==> src/rtl/pmb_params.svh <==
// Offsets, field positions and reset values of the host mailbox register block
`ifndef PMB_PARAMS_SVH
`define PMB_PARAMS_SVH

// ==========================================================================
// Register offsets inside the base address zero window
`define PMB_OFS_OUTGOING 8'h0C
`define PMB_OFS_INCOMING 8'h1C
`define PMB_OFS_FILL 8'h34
`define PMB_OFS_INTCTL 8'h38
`define PMB_OFS_RESETCTL 8'h3C
`define PMB_OFS_PASSTHRU 8'h60

// ==========================================================================
// Field positions
`define PMB_FILL_IN_LSB 28
`define PMB_FILL_OUT_LSB 12
`define PMB_INT_FLAG_BIT 17
`define PMB_INT_EN_BIT 12
`define PMB_INT_SEL_LSB 8

// ==========================================================================
// Reset values
`define PMB_FILL_RESET 32'h00000000
`define PMB_INTCTL_RESET 32'h00000C0C
`define PMB_MBOX_RESET 32'h00000000

`endif

==> src/rtl/pmb_pkg.sv <==
// Types shared by the host mailbox register block
package pmb_pkg;

  // ==========================================================================
  // Synchroniser state
  typedef struct packed {
    logic [8:0] s1;
    logic [8:0] s2;
  } pmb_sync_t;

  // ==========================================================================
  // Mailbox block state
  typedef struct packed {
    logic [31:0] outgoing;
    logic [31:0] incoming;
    logic [3:0] out_full;
    logic [3:0] in_full;
    logic irq_flag;
    logic irq_en;
    logic [1:0] irq_sel;
    logic [31:0] host_rdata;
    logic host_rvalid;
    logic [31:0] addon_rdata;
    logic addon_rvalid;
    logic addon_event;
    logic ext_prev;
  } pmb_state_t;

endpackage

==> src/rtl/pmb_mailbox.sv <==
// Host-side mailbox registers with per-byte fill status shared with the add-on side
// Function
// Decode six operation registers in window
// Outside parties never access shared registers concurrently
// Host avoids undefined offsets in window
// Outgoing mailbox at 0Ch, host read/write
// Mailboxes accept byte, word, dword lanes
// Host outgoing write can raise add-on event
// Host outgoing read changes no status
// Incoming mailbox at 1Ch, host read-only
// Host incoming read can raise add-on event
// Incoming byte 3 loadable by external hardware
// Fill status at 34h, read-only, resets zero
// Bits 31:28 flag incoming bytes 3..0
// Bits 15:12 flag outgoing bytes 3..0
// Flag set on write, cleared on read
// Mailbox storage shared between both buses
// Bit 17 set by add-on write, W1C
// Bits 9:8 select byte, bit 12 enables
// Other fill status bits read zero
// Partial access touches only addressed lane flags
`timescale 1ns/1ps
`include "pmb_params.svh"
module pmb_mailbox (
  input wire logic mclk,
  input wire logic rstn,
  input wire logic [7:0] host_addr,
  input wire logic [3:0] host_be,
  input wire logic host_wr,
  input wire logic host_rd,
  input wire logic [31:0] host_wdata,
  output logic [31:0] host_rdata,
  output logic host_rvalid,
  output logic host_mbox_irq,
  input wire logic [3:0] addon_be,
  input wire logic addon_wr,
  input wire logic addon_rd,
  input wire logic [31:0] addon_wdata,
  output logic [31:0] addon_rdata,
  output logic addon_rvalid,
  output logic [31:0] addon_fill_status,
  input wire logic addon_wr_event_en,
  input wire logic addon_rd_event_en,
  output logic addon_mbox_event,
  input wire logic ext_byte3_load,
  input wire logic [7:0] ext_byte3_data
);

  // ==========================================================================
  // Helpers
  function automatic logic [31:0] lane_merge(input logic [31:0] old_val, input logic [31:0] new_val,
                                             input logic [3:0] be);
    logic [31:0] res;
    res = old_val;
    for (int i = 0; i < 4; i++) begin
      if (be[i]) begin
        res[i*8 +: 8] = new_val[i*8 +: 8];
      end
    end
    return res;
  endfunction

  function automatic logic [31:0] fill_word(input logic [3:0] in_f, input logic [3:0] out_f);
    logic [31:0] res;
    res = `PMB_FILL_RESET;
    res[`PMB_FILL_IN_LSB +: 4] = in_f;
    res[`PMB_FILL_OUT_LSB +: 4] = out_f;
    return res;
  endfunction

  // ==========================================================================
  // External byte-3 load, synchronised then edge detected
  logic [8:0] ext_sync;
  logic ext_load;

  pmb_sync u_pmb_sync (
    .mclk(mclk),
    .rstn(rstn),
    .async_in({ext_byte3_load, ext_byte3_data}),
    .sync_out(ext_sync)
  );

  // ==========================================================================
  // State
  pmb_pkg::pmb_state_t st_reg;
  pmb_pkg::pmb_state_t st_next;

  logic hit_out;
  logic hit_in;
  logic hit_fill;
  logic hit_int;
  logic hit_other;
  logic [3:0] out_wr_lanes;
  logic [3:0] out_rd_lanes;
  logic [3:0] in_wr_lanes;
  logic [3:0] in_rd_lanes;
  logic irq_clear;
  logic irq_set;
  logic [31:0] int_word;

  assign ext_load = ext_sync[8] && !st_reg.ext_prev;

  // Six operation registers decoded; reset control and pass-thru read as zero here
  assign hit_out = (host_addr == `PMB_OFS_OUTGOING);
  assign hit_in = (host_addr == `PMB_OFS_INCOMING);
  assign hit_fill = (host_addr == `PMB_OFS_FILL);
  assign hit_int = (host_addr == `PMB_OFS_INTCTL);
  assign hit_other = (host_addr == `PMB_OFS_RESETCTL) || (host_addr == `PMB_OFS_PASSTHRU);

  assign out_wr_lanes = (host_wr && hit_out) ? host_be : 4'h0;
  assign out_rd_lanes = addon_rd ? addon_be : 4'h0;
  assign in_wr_lanes = (addon_wr ? addon_be : 4'h0) | {ext_load, 3'h0};
  assign in_rd_lanes = (host_rd && hit_in) ? host_be : 4'h0;

  assign irq_clear = host_wr && hit_int && host_be[2] && host_wdata[`PMB_INT_FLAG_BIT];
  assign irq_set = st_reg.irq_en && in_wr_lanes[st_reg.irq_sel];

  always_comb begin
    int_word = `PMB_INTCTL_RESET;
    int_word[`PMB_INT_FLAG_BIT] = st_reg.irq_flag;
    int_word[`PMB_INT_EN_BIT] = st_reg.irq_en;
    int_word[`PMB_INT_SEL_LSB +: 2] = st_reg.irq_sel;
  end

  always_comb begin
    st_next = st_reg;
    st_next.host_rvalid = 1'b0;
    st_next.addon_rvalid = 1'b0;
    st_next.ext_prev = ext_sync[8];
    // One storage word per direction, seen from both buses
    if (host_wr && hit_out) begin
      st_next.outgoing = lane_merge(st_reg.outgoing, host_wdata, host_be);
    end
    if (addon_wr) begin
      st_next.incoming = lane_merge(st_reg.incoming, addon_wdata, addon_be);
    end
    // Pin load lands after the bus write so the hardware path wins a same-cycle clash
    if (ext_load) begin
      st_next.incoming[31:24] = ext_sync[7:0];
    end
    // Set wins over clear; a same-cycle clash is excluded by the users anyway
    st_next.out_full = (st_reg.out_full & ~out_rd_lanes) | out_wr_lanes;
    st_next.in_full = (st_reg.in_full & ~in_rd_lanes) | in_wr_lanes;
    if (irq_set) begin
      st_next.irq_flag = 1'b1;
    end else if (irq_clear) begin
      st_next.irq_flag = 1'b0;
    end
    if (host_wr && hit_int && host_be[1]) begin
      st_next.irq_en = host_wdata[`PMB_INT_EN_BIT];
      st_next.irq_sel = host_wdata[`PMB_INT_SEL_LSB +: 2];
    end
    // Host read path; unmapped and unimplemented offsets return zero
    if (host_rd) begin
      st_next.host_rvalid = 1'b1;
      if (hit_out) begin
        st_next.host_rdata = st_reg.outgoing;
      end else if (hit_in) begin
        st_next.host_rdata = st_reg.incoming;
      end else if (hit_fill) begin
        st_next.host_rdata = fill_word(st_reg.in_full, st_reg.out_full);
      end else if (hit_int) begin
        st_next.host_rdata = int_word;
      end else if (hit_other) begin
        st_next.host_rdata = 32'h00000000;
      end else begin
        st_next.host_rdata = 32'h00000000;
      end
    end
    if (addon_rd) begin
      st_next.addon_rvalid = 1'b1;
      st_next.addon_rdata = st_reg.outgoing;
    end
    st_next.addon_event = ((out_wr_lanes != 4'h0) && addon_wr_event_en) ||
                          ((in_rd_lanes != 4'h0) && addon_rd_event_en);
  end

  always_ff @(posedge mclk or negedge rstn) begin
    if (!rstn) begin
      st_reg <= '0;
      st_reg.irq_sel <= 2'h0;
      st_reg.outgoing <= `PMB_MBOX_RESET;
      st_reg.incoming <= `PMB_MBOX_RESET;
    end else begin
      st_reg <= st_next;
    end
  end

  assign host_rdata = st_reg.host_rdata;
  assign host_rvalid = st_reg.host_rvalid;
  assign host_mbox_irq = st_reg.irq_flag;
  assign addon_rdata = st_reg.addon_rdata;
  assign addon_rvalid = st_reg.addon_rvalid;
  assign addon_fill_status = fill_word(st_reg.in_full, st_reg.out_full);
  assign addon_mbox_event = st_reg.addon_event;

  // ==========================================================================
  // Checks
  chk_outgoing_dword: assert property (@(posedge mclk) disable iff (!rstn)
    (host_wr && hit_out && host_be == 4'hF) |=> (st_reg.outgoing == $past(host_wdata)))
    else $error("outgoing mailbox did not take a full write");

  chk_out_flag_set: assert property (@(posedge mclk) disable iff (!rstn)
    (host_wr && hit_out && host_be[0]) |=> st_reg.out_full[0])
    else $error("outgoing byte 0 flag not set by host write");

  chk_out_flag_clear: assert property (@(posedge mclk) disable iff (!rstn)
    (addon_rd && addon_be[0] && !(host_wr && hit_out && host_be[0])) |=> !st_reg.out_full[0])
    else $error("outgoing byte 0 flag not cleared by add-on read");

  chk_in_flag_set: assert property (@(posedge mclk) disable iff (!rstn)
    (addon_wr && addon_be[3]) |=> st_reg.in_full[3])
    else $error("incoming byte 3 flag not set by add-on write");

  chk_in_lane_only: assert property (@(posedge mclk) disable iff (!rstn)
    (host_rd && hit_in && host_be == 4'h4 && !addon_wr && !ext_load)
      |=> (st_reg.in_full == ($past(st_reg.in_full) & 4'hB)))
    else $error("host read of byte 2 touched other flags");

  chk_read_keeps: assert property (@(posedge mclk) disable iff (!rstn)
    (host_rd && hit_out && !addon_rd && !addon_wr && !ext_load)
      |=> ($stable(st_reg.out_full) && $stable(st_reg.in_full) && $stable(st_reg.irq_flag)))
    else $error("host outgoing read changed status");

  chk_irq_raise: assert property (@(posedge mclk) disable iff (!rstn)
    (addon_wr && st_reg.irq_en && addon_be[st_reg.irq_sel]) |=> ##[0:2] host_mbox_irq)
    else $error("incoming interrupt not raised for selected byte");

  chk_irq_w1c: assert property (@(posedge mclk) disable iff (!rstn)
    (irq_clear && !irq_set) |=> !host_mbox_irq)
    else $error("interrupt flag not cleared by write one");

  chk_fill_read: assert property (@(posedge mclk) disable iff (!rstn)
    (host_rd && hit_fill) |=> (host_rvalid && host_rdata[27:16] == 12'h000 && host_rdata[11:0] == 12'h000
      && host_rdata[31:28] == $past(st_reg.in_full) && host_rdata[15:12] == $past(st_reg.out_full)))
    else $error("fill status read wrong");

  chk_addon_event: assert property (@(posedge mclk) disable iff (!rstn)
    (host_wr && hit_out && host_be != 4'h0 && addon_wr_event_en) |=> addon_mbox_event)
    else $error("add-on event missing after host write");

  chk_ext_byte3: assert property (@(posedge mclk) disable iff (!rstn)
    ext_load |=> (st_reg.incoming[31:24] == $past(ext_sync[7:0]) && st_reg.in_full[3]))
    else $error("external byte 3 load lost");

endmodule

==> src/rtl/pmb_sync.sv <==
// Two-stage synchroniser for the external byte-3 load pins
`timescale 1ns/1ps
module pmb_sync (
  input wire logic mclk,
  input wire logic rstn,
  input wire logic [8:0] async_in,
  output logic [8:0] sync_out
);

  pmb_pkg::pmb_sync_t st_reg;
  pmb_pkg::pmb_sync_t st_next;

  always_comb begin
    st_next.s1 = async_in;
    st_next.s2 = st_reg.s1;
  end

  always_ff @(posedge mclk or negedge rstn) begin
    if (!rstn) begin
      st_reg <= '0;
    end else begin
      st_reg <= st_next;
    end
  end

  assign sync_out = st_reg.s2;

endmodule

==> config.mk <==
export PLATFORM = sky130hd
export DESIGN_NAME = pmb_mailbox
export DESIGN_NICKNAME = d
export VERILOG_FILES = /design/src/rtl/pmb_pkg.sv /design/src/rtl/pmb_mailbox.sv /design/src/rtl/pmb_sync.sv
export VERILOG_INCLUDE_DIRS = /design/src /design/src/rtl
export SDC_FILE = /design/constraint.sdc
export NUM_CORES = 1
export LEC_CHECK = 0
export BUFFER_PORTS_ARGS = -buffer_cell sky130_fd_sc_hd__buf_2
export CAP_MARGIN = 20
export CORE_MARGIN = 2
export CORE_UTILIZATION = 53
export DETAILED_ROUTE_END_ITERATION = 10
export GPL_ROUTABILITY_DRIVEN = 0
export PLACE_DENSITY = 0.87
export SETUP_SLACK_MARGIN = 0.02
export SYNTH_ARGS = -nofsm -noshare
export SYNTH_HDL_FRONTEND = slang
export SYNTH_SLANG_ARGS = --single-unit
==> constraint.sdc <==
create_clock -name mclk -period 1.4 [get_ports mclk]
set_input_delay 0.28 -clock mclk [delete_from_list [all_inputs] [get_ports mclk]]
set_output_delay 0.28 -clock mclk [all_outputs]
set_load 0.02 [all_outputs]
==> metrics.txt, run 1 <==
# TYPE chip_impl_metric gauge
chip_impl_metric{name="synth-warning-count",unit=""} 0
chip_impl_metric{name="std_cell_rows",unit=""} 42
chip_impl_metric{name="initial_antenna_violation_count",unit=""} 2
chip_impl_metric{name="dpl.hpwl",unit="mm"} 12.5
chip_impl_metric{name="dp_worst_setup_slack",unit="ps"} -568
chip_impl_metric{name="multi_input_comb_area",unit="um2"} 2470
chip_impl_metric{name="synth_seq_cells",unit=""} 162
chip_impl_metric{name="count_of_flip_flops_with_a_built_in_enable_after_synthesis",unit=""} 0
chip_impl_info{name="kind_of_critical_path",value="primary input to flop"} 1
chip_impl_metric{name="via_per_inst",unit=""} 5.34
chip_impl_metric{name="die_area",unit="um2"} 14700
chip_impl_info{name="violations",value="setup timing"} 1
chip_impl_metric{name="leak_pwr",unit="nW"} 4.52
chip_impl_metric{name="path_clk_slew",unit="ps"} 70
chip_impl_info{name="tritoncts",value="done"} 1
chip_impl_metric{name="vias",unit=""} 4918
chip_impl_metric{name="final-setup-viol-count",unit=""} 32
chip_impl_info{name="worst_hold_path_type",value="primary input to flop"} 1
chip_impl_info{name="end_kind",value="flop"} 1
chip_impl_metric{name="worst-endpoint-required",unit="ps"} 1720
chip_impl_metric{name="grt_use_total",unit=""} 0.251
chip_impl_metric{name="power-per-cell-area",unit="nW/um2"} 1200
chip_impl_metric{name="synth_largest_type_area_fraction",unit=""} 0.557
chip_impl_metric{name="numCtsBuffers",unit=""} 17
chip_impl_metric{name="drv.max_cap_violation_count",unit=""} 0
chip_impl_metric{name="grt_max_degree",unit=""} 52
chip_impl_metric{name="fraction_of_final_layout_cells_with_drive_strength_greater_than_1",unit=""} 0.474
chip_impl_metric{name="synth.lib_cells_used.distinct",unit=""} 40
chip_impl_metric{name="start_util",unit=""} 0.545
chip_impl_info{name="outcome",value="complete, but fails checks"} 1
chip_impl_metric{name="routed_wl",unit="mm"} 17.6
chip_impl_metric{name="finalClockSkew",unit="ps"} 11.7
chip_impl_metric{name="fin_crit_sh",unit=""} 1.07
chip_impl_metric{name="largest_register_ffs",unit=""} 65
chip_impl_metric{name="first_global_vias",unit=""} 5218
chip_impl_metric{name="total_overflow_reported_by_the_global_router",unit=""} 0
chip_impl_metric{name="report.final.slew_viol_count",unit=""} 0
chip_impl_metric{name="die_width",unit="um"} 121
chip_impl_metric{name="cp.arrival",unit="ps"} 1820
chip_impl_info{name="clock-root-buffer",value="sky130_fd_sc_hd__clkbuf_16"} 1
chip_impl_metric{name="final_util",unit=""} 0.660
chip_impl_metric{name="synthCells",unit=""} 578
chip_impl_metric{name="detail_route.drc_violations",unit=""} 0
chip_impl_metric{name="floorplan.core_area",unit="um2"} 13300
chip_impl_info{name="synth_top_area_cell",value="sky130_fd_sc_hd__dfrtp_1"} 1
chip_impl_metric{name="route.detailed.wl_per_inst",unit="um"} 19.1
chip_impl_metric{name="cts-root-to-sink-buffers",unit=""} 2
chip_impl_metric{name="clock.fmax",unit="GHz"} 0.666
chip_impl_metric{name="grt_first_pass_wirelength",unit="mm"} 27.6
chip_impl_metric{name="area_growth_syn_to_layout",unit="%"} 21.2
chip_impl_metric{name="slowest_delay",unit="ps"} 550
chip_impl_metric{name="crit_path_max_fanout",unit=""} 9
chip_impl_metric{name="worst_slack",unit="ps"} -101
chip_impl_info{name="rsz0062_at_grt",value="true"} 1
chip_impl_metric{name="synth_sequential_area_ratio",unit=""} 0.557
chip_impl_metric{name="hold_viol_final",unit=""} 0
chip_impl_metric{name="async_reset_ff_frac",unit=""} 1.00
chip_impl_metric{name="critical_path.n_buffers_inverters",unit=""} 2
chip_impl_metric{name="worstSkewPairLatency",unit="ps"} 430
chip_impl_metric{name="fin_setup_tns",unit="ps"} -2470
chip_impl_info{name="crit_path_top_delay_cell",value="sky130_fd_sc_hd__or4b_4"} 1
chip_impl_metric{name="clock_tree.htree_level_count",unit=""} 4
chip_impl_metric{name="drt-initial-drc-count",unit=""} 319
chip_impl_metric{name="period_minus_slack",unit="ps"} 1500
chip_impl_metric{name="vdd_drop_max",unit="mV"} 0.832
chip_impl_metric{name="clkSinkCount",unit=""} 162
chip_impl_metric{name="boundaryPins",unit=""} 197
chip_impl_metric{name="syn_area",unit="um2"} 7270
chip_impl_metric{name="finish.net_count",unit=""} 828
chip_impl_metric{name="floorplan.die.height",unit="um"} 121
chip_impl_metric{name="ant_nets",unit=""} 0
chip_impl_metric{name="filler_cell_count",unit=""} 1012
chip_impl_metric{name="seq_area",unit="um2"} 4050
chip_impl_metric{name="portBuffers",unit=""} 172
chip_impl_info{name="crit_path_start_kind",value="primary input"} 1
chip_impl_info{name="postSynth.topFlopCell",value="sky130_fd_sc_hd__dfrtp_1"} 1
chip_impl_metric{name="synth_area_per_cell",unit="um2"} 12.6
chip_impl_metric{name="firstDrtPassIters",unit=""} 5
chip_impl_info{name="top_cells_by_area_synth",value="sky130_fd_sc_hd__dfrtp_1 56%, sky130_fd_sc_hd__mux2_2 12%, sky130_fd_sc_hd__buf_4 9.9%"} 1
chip_impl_info{name="crit_chain",value="buf_6 -> or4b_4 -> nor3_4 -> buf_12 -> nand3_2 -> mux2_2"} 1
chip_impl_info{name="critical_path.top_delay_family",value="simple AND/OR/NAND/NOR gates"} 1
==> cells by family (layout without fill, tap and decap cells) <==
group / Yosys count / count (layout) / synth area share
AO/OA/AOI/OAI: 87 / 87 / 0.0741
buffers and inverters: 148 / 287 / 0.128
flip-flops: 162 / 162 / 0.557
multiplexers: 117 / 117 / 0.182
other: 1 / 25 / 0.000516
AND/OR/NAND/NOR: 63 / 67 / 0.0573
==> cell type report <==
class                           count  share of cell area
Sequential cell                   162               0.460
Multi-Input combinational cell    295               0.280
Timing Repair Buffer              222               0.155
Clock buffer                       17              0.0483
Tap cell                          176              0.0250
Clock inverter                     15              0.0175
Inverter                           33              0.0141
Antenna cell                        1            0.000284
==> placed cells by master, fill, tap and decap left out, types with 11 or more instances in the layout <==
master                        n
sky130_fd_sc_hd__o22ai_1     25
sky130_fd_sc_hd__conb_1      24
sky130_fd_sc_hd__a21oi_1     14
sky130_fd_sc_hd__inv_1       33
sky130_fd_sc_hd__buf_2      170
sky130_fd_sc_hd__o21ai_0     24
sky130_fd_sc_hd__buf_4       32
sky130_fd_sc_hd__dfrtp_1    162
sky130_fd_sc_hd__mux2i_1     26
sky130_fd_sc_hd__mux2_2      79
sky130_fd_sc_hd__clkbuf_16   17
sky130_fd_sc_hd__mux2_4      11
sky130_fd_sc_hd__nand2_1     26
==> where the power goes <==
group	total [W]	internal, W	switching (W)
registers	0.00503	0.00491	0.000130
logic	0.00101	0.000462	0.000545
clock network	0.00457	0.00240	0.00217
==> routing by layer <==
layer / wire length [um] / global-route usage / vias to the layer above
li1: - / - / 2197
met1: 6940 / 0.299 / 2460
met2: 9120 / 0.428 / 216
met3: 1040 / 0.0639 / 43
met4: 444 / 0.114 / 2
met5: 13 / 0 / -
==> cell usage after synthesis (2+ instances only) <==
cell type	number
sky130_fd_sc_hd__o31ai_1	2
sky130_fd_sc_hd__o21ai_0	24
sky130_fd_sc_hd__and3_1	2
sky130_fd_sc_hd__inv_1	33
sky130_fd_sc_hd__a21oi_1	14
sky130_fd_sc_hd__mux2_2	79
sky130_fd_sc_hd__mux2_4	11
sky130_fd_sc_hd__nor2b_1	2
sky130_fd_sc_hd__buf_4	96
sky130_fd_sc_hd__nand3_4	4
sky130_fd_sc_hd__dfrtp_1	162
sky130_fd_sc_hd__a22oi_1	4
sky130_fd_sc_hd__nand2_1	26
sky130_fd_sc_hd__nand2b_1	10
sky130_fd_sc_hd__a22o_1	3
sky130_fd_sc_hd__o32ai_1	6
sky130_fd_sc_hd__buf_1	2
sky130_fd_sc_hd__o22ai_1	25
sky130_fd_sc_hd__nand3_1	7
sky130_fd_sc_hd__mux2i_1	26
sky130_fd_sc_hd__clkbuf_1	15
sky130_fd_sc_hd__o21a_1	7
==> stage by stage <==
| step | cell area, um2 | total power [W] | instances | hold slack (ps) |
|---|---|---|---|---|
| after floorplan | 7400 | 0.00568 | 601 | -15.6 |
| after global placement | 8050 | 0.00604 | 872 | 174 |
| after detailed placement | 8050 | 0.00610 | 872 | 182 |
| after CTS | 8760 | 0.0107 | 916 | 51.3 |
| after global routing | 8810 | 0.0110 | 920 | 51.0 |
| final | 8810 | 0.0106 | 921 | 64.1 |
==> what timing repair did <==
action	in CTS	in global routing
hold endpoints to repair	36	0
cloned	1	3
setup endpoints to repair	44	42
pin swaps	2	1
hold buffers	10	0
gates resized for setup	2	3
setup buffers	1	1
==> path summary, 6_finish.rpt <==
kind | startpoint | to | slack, ps | cells after the start
min in group asynchronous | rstn | st_reg[103] | 290 | 2
max in group asynchronous | rstn | host_rdata[29] | 550 | 3
worst min register to register | u_pmb_sync.st_next[1] | u_pmb_sync.sync_out[1] | 350 | 0
worst max-delay path | host_addr[7] | st_reg[137] | -100 | 6
worst max register to register | u_pmb_sync.sync_out[8] | host_mbox_irq | 220 | 4
worst min-delay path | host_wdata[23] | st_reg[135] | 60 | 2
==> worst reg2reg max path: stages, from the launching register on <==
cell	delay, ps
sky130_fd_sc_hd__dfrtp_1	390
sky130_fd_sc_hd__nor2b_1	150
sky130_fd_sc_hd__a21oi_1	210
sky130_fd_sc_hd__a211oi_1	110
sky130_fd_sc_hd__a211o_1	230
Note: power is estimated with default switching activity, not from simulation.
==> run 2, diff against run 1 <==
--- a/config.mk
+++ b/config.mk
@@ -6,13 +6,13 @@
 export SDC_FILE = /design/constraint.sdc
 export NUM_CORES = 1
 export LEC_CHECK = 0
-export BUFFER_PORTS_ARGS = -buffer_cell sky130_fd_sc_hd__buf_2
 export CAP_MARGIN = 20
 export CORE_MARGIN = 2
-export CORE_UTILIZATION = 53
+export CORE_UTILIZATION = 55
 export DETAILED_ROUTE_END_ITERATION = 10
+export DONT_BUFFER_PORTS = 1
 export GPL_ROUTABILITY_DRIVEN = 0
-export PLACE_DENSITY = 0.87
+export PLACE_DENSITY = 0.77
 export SETUP_SLACK_MARGIN = 0.02
 export SYNTH_ARGS = -nofsm -noshare
 export SYNTH_HDL_FRONTEND = slang
==> run 2 against run 1 <==
  * The run ends with hold timing, setup timing left
  * Final area shrank 8.2%
  * Total power shrank 2.8%
  * Critical path depth shrank 1
  * Largest cell class unchanged
==> metrics.txt, run 2 (synthesis results as in run 1) <==
# TYPE chip_impl_metric gauge
chip_impl_metric{name="cp.arrival",unit="ps"} 1720
chip_impl_metric{name="grt_first_pass_wirelength",unit="mm"} 25.6
chip_impl_metric{name="boundaryPins",unit=""} 197
chip_impl_metric{name="std_cell_rows",unit=""} 42
chip_impl_metric{name="vdd_drop_max",unit="mV"} 0.822
chip_impl_metric{name="leak_pwr",unit="nW"} 3.77
chip_impl_metric{name="post_dp_cell_area",unit="um2"} 6970
chip_impl_metric{name="portBuffers",unit=""} 0
chip_impl_metric{name="detail_route.drc_violations",unit=""} 0
chip_impl_metric{name="worst-endpoint-required",unit="ps"} 1700
chip_impl_metric{name="grt_use_total",unit=""} 0.239
chip_impl_info{name="worst_hold_path_type",value="primary input to asynchronous set/reset pin"} 1
chip_impl_metric{name="finalClockSkew",unit="ps"} 4.62
chip_impl_metric{name="crit_path_max_fanout",unit=""} 9
chip_impl_info{name="tritoncts",value="done"} 1
chip_impl_info{name="end_kind",value="flop"} 1
chip_impl_metric{name="worstSkewPairLatency",unit="ps"} 420
chip_impl_metric{name="summed_area_of_non_filler_cells_in_the_final_layout",unit="um2"} 8090
chip_impl_metric{name="die_width",unit="um"} 119
chip_impl_metric{name="area_growth_syn_to_layout",unit="%"} 11.3
chip_impl_info{name="outcome",value="complete, but fails checks"} 1
chip_impl_metric{name="routed_wl",unit="mm"} 16.5
chip_impl_metric{name="largest_register_ffs",unit=""} 65
chip_impl_info{name="kind_of_critical_path",value="primary input to flop"} 1
chip_impl_metric{name="hold_viol_final",unit=""} 162
chip_impl_metric{name="clock.fmax",unit="GHz"} 0.704
chip_impl_metric{name="total_overflow_reported_by_the_global_router",unit=""} 0
chip_impl_metric{name="initial_antenna_violation_count",unit=""} 1
chip_impl_metric{name="numCtsBuffers",unit=""} 17
chip_impl_info{name="most-common-layout-cells",value="162 x sky130_fd_sc_hd__dfrtp_1, 79 x sky130_fd_sc_hd__mux2_2, 47 x sky130_fd_sc_hd__dlygate4sd3_1"} 1
chip_impl_metric{name="drv.max_cap_violation_count",unit=""} 0
chip_impl_metric{name="drt-initial-drc-count",unit=""} 289
chip_impl_info{name="rsz0062_at_grt",value="true"} 1
chip_impl_metric{name="route.detailed.wl_per_inst",unit="um"} 21.6
chip_impl_metric{name="grt_max_degree",unit=""} 163
chip_impl_metric{name="cts-root-to-sink-buffers",unit=""} 2
chip_impl_metric{name="power-per-cell-area",unit="nW/um2"} 1280
chip_impl_metric{name="floorplan.core_area",unit="um2"} 13100
chip_impl_metric{name="worst_hold_slack",unit="ps"} -441
chip_impl_metric{name="place_inst",unit=""} 680
chip_impl_metric{name="floorplan.die.height",unit="um"} 119
chip_impl_metric{name="finish.net_count",unit=""} 672
chip_impl_metric{name="dpl.hpwl",unit="mm"} 10.9
chip_impl_metric{name="start_util",unit=""} 0.556
chip_impl_info{name="final_common_cell",value="sky130_fd_sc_hd__dfrtp_1"} 1
chip_impl_metric{name="die_area",unit="um2"} 14200
chip_impl_info{name="crit_path_start_kind",value="primary input"} 1
chip_impl_metric{name="period_minus_slack",unit="ps"} 1420
chip_impl_metric{name="num_antenna_cells",unit=""} 0
chip_impl_metric{name="firstDrtPassIters",unit=""} 4
chip_impl_metric{name="final-setup-viol-count",unit=""} 10
chip_impl_metric{name="path_clk_slew",unit="ps"} 60
chip_impl_metric{name="first_global_vias",unit=""} 4521
chip_impl_metric{name="ant_nets",unit=""} 0
chip_impl_metric{name="via_per_inst",unit=""} 5.56
chip_impl_metric{name="layout.cells.non_filler",unit=""} 764
chip_impl_metric{name="fin_crit_sh",unit=""} 1.02
chip_impl_metric{name="clkSinkCount",unit=""} 162
chip_impl_metric{name="worst_slack",unit="ps"} -21.0
chip_impl_info{name="clock-root-buffer",value="sky130_fd_sc_hd__clkbuf_16"} 1
chip_impl_metric{name="clock_tree.htree_level_count",unit=""} 4
chip_impl_metric{name="final_util",unit=""} 0.618
chip_impl_info{name="violations",value="hold timing, setup timing"} 1
chip_impl_metric{name="fraction_of_final_layout_cells_with_drive_strength_greater_than_1",unit=""} 0.267
chip_impl_metric{name="vias",unit=""} 4251
chip_impl_metric{name="report.final.slew_viol_count",unit=""} 0
run 2: cell types whose count changed in the layout (fill, tap and decap cells not counted), sizes merged:
cell	change
clkinv	+3
clkinvlp	+2
dlygate4sd3	+37
nand3	-2
diode	-1
bufinv	+2
buf	-191
clkbuf	+2
inv	-9
run 2: power by group:
| group | switching, W | total (W) | internal (W) |
|---|---|---|---|
| clock | 0.00191 | 0.00462 | 0.00271 |
| combinational | 0.000246 | 0.000603 | 0.000357 |
| sequential | 0.000185 | 0.00509 | 0.00491 |
run 2: area by class of cell:
cell class | count | area [um2]
sequential | 162 | 4050
clock buffer | 19 | 443
clock inverter | 13 | 154
tap | 176 | 220
multi-input combinational | 293 | 2430
fill | 1012 | 4990
timing repair buffer | 68 | 666
inverter | 33 | 124
run 2: what timing repair did:
item,4_1_cts,5_1_grt
resized for setup,0,1
cloned,1,1
hold buffers,44,4
endpoints found under the hold margin,236,166
pin swaps,0,2
endpoints found under the setup margin,19,28
buffers inserted,0,2
run 2: path summary, 6_finish.rpt:
path / end / from / slack, ps / depth (start not counted)
worst max-delay path: st_reg[113] / host_addr[7] / -20 / 5
worst min-delay path: addon_rdata[10] / rstn / -440 / 0
worst max register to register: host_mbox_irq / u_pmb_sync.sync_out[8] / 190 / 4
worst min register to register: u_pmb_sync.sync_out[3] / u_pmb_sync.st_next[3] / 350 / 0
max in group asynchronous: st_reg[112] / rstn / 1670 / 0
min in group mclk: st_reg[94] / addon_wdata[14] / 10 / 1
run 2: critical path, cell delays in order:
cell and delay, ps:
sky130_fd_sc_hd__or4b_4 540, sky130_fd_sc_hd__nor3_4 200, sky130_fd_sc_hd__buf_12 180, sky130_fd_sc_hd__nand3_4 170, sky130_fd_sc_hd__mux2_4 340
run 2: layer usage:
layer / part of all wire / GRT usage
met3: 0.088 / 0.0824
met1: 0.39 / 0.295
met2: 0.50 / 0.389
met5: 0.00067 / 0
met4: 0.025 / 0.0900
run 2: metrics by stage:
stage	TNS, ps	worst slack, ps	hold WS (ps)	power [W]
6_report	-119	-21.0	-441	0.0103
5_1_grt	-344	-39.9	-465	0.0107
4_1_cts	-91.4	-21.5	-458	0.0104
3_5_place_dp	-18840	-460	-10.9	0.00565
3_3_place_gp	-17210	-423	-10.8	0.00561
2_1_floorplan	-17540	-434	-15.6	0.00568
==> run 3, diff against run 2 <==
--- a/config.mk
+++ b/config.mk
@@ -13,6 +13,7 @@
 export DONT_BUFFER_PORTS = 1
 export GPL_ROUTABILITY_DRIVEN = 0
 export PLACE_DENSITY = 0.77
+export REMOVE_ABC_BUFFERS = 1
 export SETUP_SLACK_MARGIN = 0.02
 export SYNTH_ARGS = -nofsm -noshare
 export SYNTH_HDL_FRONTEND = slang
==> run 3 against run 2 <==
  * The run ends with hold timing left
  * Critical path depth is the same
  * Setup slack better by 57 ps
  * Sequential cell count unchanged
  * First-iteration DRC count is 32% lower
  * Sequential share of layout area fell by 0.92 points
  * Fmax is 4.1% higher
  * Combinational power rose by 10%
  * Clock skew rose by 2.4 ps
==> metrics.txt, run 3 (synthesis results as in run 1) <==
# TYPE chip_impl_metric gauge
chip_impl_metric{name="floorplan.core_area",unit="um2"} 13100
chip_impl_info{name="violations",value="hold timing"} 1
chip_impl_metric{name="largest_register_ffs",unit=""} 65
chip_impl_metric{name="report.final.slew_viol_count",unit=""} 0
chip_impl_metric{name="dpl.hpwl",unit="mm"} 10.5
chip_impl_metric{name="finalClockSkew",unit="ps"} 7.07
chip_impl_metric{name="ant_nets",unit=""} 0
chip_impl_info{name="crit_path_start_kind",value="primary input"} 1
chip_impl_info{name="clock-root-buffer",value="sky130_fd_sc_hd__clkbuf_16"} 1
chip_impl_metric{name="switching_share",unit=""} 0.224
chip_impl_metric{name="slowest_delay",unit="ps"} 540
chip_impl_metric{name="finish.net_count",unit=""} 690
chip_impl_metric{name="numCtsBuffers",unit=""} 17
chip_impl_metric{name="pwr-share-clk",unit=""} 0.446
chip_impl_info{name="tritoncts",value="done"} 1
chip_impl_metric{name="p_comb_frac",unit=""} 0.064
chip_impl_info{name="crit_chain",value="or4b_4 -> nor3_4 -> buf_12 -> nand3_4 -> mux2_4"} 1
chip_impl_metric{name="initial_antenna_violation_count",unit=""} 1
chip_impl_metric{name="power.share.sequential",unit=""} 0.490
chip_impl_metric{name="grt_max_degree",unit=""} 163
chip_impl_metric{name="clkSinkCount",unit=""} 162
chip_impl_metric{name="clock_tree.htree_level_count",unit=""} 4
chip_impl_metric{name="routed_wl",unit="mm"} 16.9
chip_impl_metric{name="leak_pwr",unit="nW"} 3.84
chip_impl_metric{name="die_area",unit="um2"} 14200
chip_impl_metric{name="detail_route.drc_violations",unit=""} 0
chip_impl_metric{name="use_met3",unit=""} 0.0819
chip_impl_metric{name="netSwitchingPower",unit="W"} 0.00233
chip_impl_metric{name="globalRouteMet2Util",unit=""} 0.421
chip_impl_metric{name="boundaryPins",unit=""} 197
chip_impl_metric{name="cts-root-to-sink-buffers",unit=""} 2
chip_impl_metric{name="drt-initial-drc-count",unit=""} 197
chip_impl_metric{name="gr-usage-met1",unit=""} 0.281
chip_impl_metric{name="period_minus_slack",unit="ps"} 1360
chip_impl_info{name="crit_path_top_delay_cell",value="sky130_fd_sc_hd__or4b_4"} 1
chip_impl_metric{name="worstSkewPairLatency",unit="ps"} 420
chip_impl_metric{name="summed_area_of_non_filler_cells_in_the_final_layout",unit="um2"} 8240
chip_impl_info{name="rsz0062_at_grt",value="false"} 1
chip_impl_metric{name="place_inst",unit=""} 679
chip_impl_metric{name="postCtsResizedCells",unit=""} 0
chip_impl_metric{name="first_global_vias",unit=""} 4809
chip_impl_metric{name="drv.max_cap_violation_count",unit=""} 0
chip_impl_metric{name="firstDrtPassIters",unit=""} 5
chip_impl_info{name="worst_hold_path_type",value="primary input to asynchronous set/reset pin"} 1
chip_impl_metric{name="cp.arrival",unit="ps"} 1670
chip_impl_metric{name="worst_hold_slack",unit="ps"} -445
chip_impl_metric{name="final_util",unit=""} 0.630
chip_impl_metric{name="clock.fmax",unit="GHz"} 0.733
chip_impl_metric{name="crit_path_max_fanout",unit=""} 9
chip_impl_metric{name="grt_first_pass_wirelength",unit="mm"} 26.5
chip_impl_metric{name="hold_viol_final",unit=""} 162
chip_impl_metric{name="power-per-cell-area",unit="nW/um2"} 1260
chip_impl_metric{name="route.detailed.wl_per_inst",unit="um"} 21.6
chip_impl_metric{name="area_growth_syn_to_layout",unit="%"} 13.3
chip_impl_metric{name="post_cts_buffers",unit=""} 0
chip_impl_metric{name="die_width",unit="um"} 119
chip_impl_metric{name="post_dp_cell_area",unit="um2"} 6920
chip_impl_metric{name="grt_use_total",unit=""} 0.249
chip_impl_info{name="final_common_cell",value="sky130_fd_sc_hd__dfrtp_1"} 1
chip_impl_info{name="kind_of_critical_path",value="primary input to flop"} 1
chip_impl_info{name="most-common-layout-cells",value="162 x sky130_fd_sc_hd__dfrtp_1, 79 x sky130_fd_sc_hd__mux2_2, 70 x sky130_fd_sc_hd__dlygate4sd3_1"} 1
chip_impl_info{name="top_usage_layer",value="met2"} 1
chip_impl_metric{name="start_util",unit=""} 0.556
chip_impl_metric{name="worst-endpoint-required",unit="ps"} 1710
chip_impl_metric{name="fin_crit_sh",unit=""} 0.975
chip_impl_metric{name="vias",unit=""} 4406
chip_impl_metric{name="vdd_drop_max",unit="mV"} 0.907
chip_impl_info{name="end_kind",value="flop"} 1
chip_impl_metric{name="std_cell_rows",unit=""} 42
chip_impl_metric{name="portBuffers",unit=""} 0
chip_impl_metric{name="path_clk_slew",unit="ps"} 60
chip_impl_metric{name="final-setup-viol-count",unit=""} 0
chip_impl_metric{name="layout.cells.non_filler",unit=""} 782
chip_impl_metric{name="internal_power",unit="W"} 0.00807
chip_impl_metric{name="filler_cell_count",unit=""} 973
chip_impl_metric{name="floorplan.die.height",unit="um"} 119
chip_impl_info{name="outcome",value="complete, but fails checks"} 1
chip_impl_metric{name="via_per_inst",unit=""} 5.63
chip_impl_metric{name="fraction_of_final_layout_cells_with_drive_strength_greater_than_1",unit=""} 0.245
chip_impl_metric{name="total_overflow_reported_by_the_global_router",unit=""} 0
[run 3: cell types whose count changed in the layout (fill, tap and decap cells not counted), moves of 2 or more]
cell	previous run	this run
sky130_fd_sc_hd__buf_4	18	15
sky130_fd_sc_hd__clkbuf_8	1	3
sky130_fd_sc_hd__dlygate4sd3_1	47	70
sky130_fd_sc_hd__inv_8	2	0
sky130_fd_sc_hd__nand3_1	5	7
sky130_fd_sc_hd__nand3_2	4	0
[run 3: path summary, 6_finish.rpt]
kind | cells after the start | slack [ps] | to | from
max in group asynchronous | 0 | 1670 | addon_rdata[30] | rstn
worst min register to register | 0 | 350 | u_pmb_sync.sync_out[1] | u_pmb_sync.st_next[1]
worst max-delay path | 5 | 40 | st_reg[136] | host_addr[7]
worst max register to register | 4 | 230 | host_mbox_irq | u_pmb_sync.sync_out[8]
min in group mclk | 1 | 20 | st_reg[121] | host_wdata[9]
worst min-delay path | 0 | -450 | st_reg[81] | rstn
[run 3: critical path, delay by kind of cell]
| kind | cells | cell delay (ps) |
|---|---|---|
| AND/OR/NAND/NOR | 3 | 880 |
| multiplexers | 1 | 350 |
| buffers and inverters | 1 | 160 |
[run 3: metrics by stage]
step / total power (W) / setup WS [ps] / hold slack (ps) / setup TNS, ps
6_report: 0.0104 / 35.5 / -445 / 0
5_1_grt: 0.0108 / 22.2 / -468 / 0
4_1_cts: 0.0105 / 36.8 / -470 / 0
3_5_place_dp: 0.00564 / -412 / -12.7 / -17320
3_3_place_gp: 0.00560 / -389 / -12.9 / -15760
2_1_floorplan: 0.00552 / -466 / -15.6 / -22610
[run 3: what timing repair did]
action | CTS | global route
endpoints found under the setup margin | 0 | 3
hold buffers | 69 | 2
endpoints found under the hold margin | 258 | 164
[run 3: final cells by class]
cell class | count | area, um2 | area share
flip-flops and latches | 162 | 4050 | 0.492
well taps | 176 | 220 | 0.0267
diodes | 1 | 2.50 | 0.000304
clock inverters | 11 | 130 | 0.0158
repair buffers | 88 | 873 | 0.106
inverters | 33 | 124 | 0.0150
clock buffers | 20 | 467 | 0.0566
multi-input cells | 291 | 2370 | 0.288
[run 3: metal layers]
| layer | vias to the layer above | wire length [um] |
|---|---|---|
| met5 | - | 0 |
| met4 | 0 | 614 |
| li1 | 1915 | - |
| met1 | 2217 | 6530 |
| met2 | 220 | 8460 |
| met3 | 54 | 1290 |
[run 3: power by group through the flow]
stage	Clock, W	Combinational (W)	Sequential [W]
2_1_floorplan	0	0.000394	0.00512
3_3_place_gp	0	0.000439	0.00516
3_5_place_dp	0	0.000463	0.00517
4_1_cts	0.00471	0.000655	0.00509
5_1_grt	0.00494	0.000718	0.00512
6_report	0.00464	0.000665	0.00509
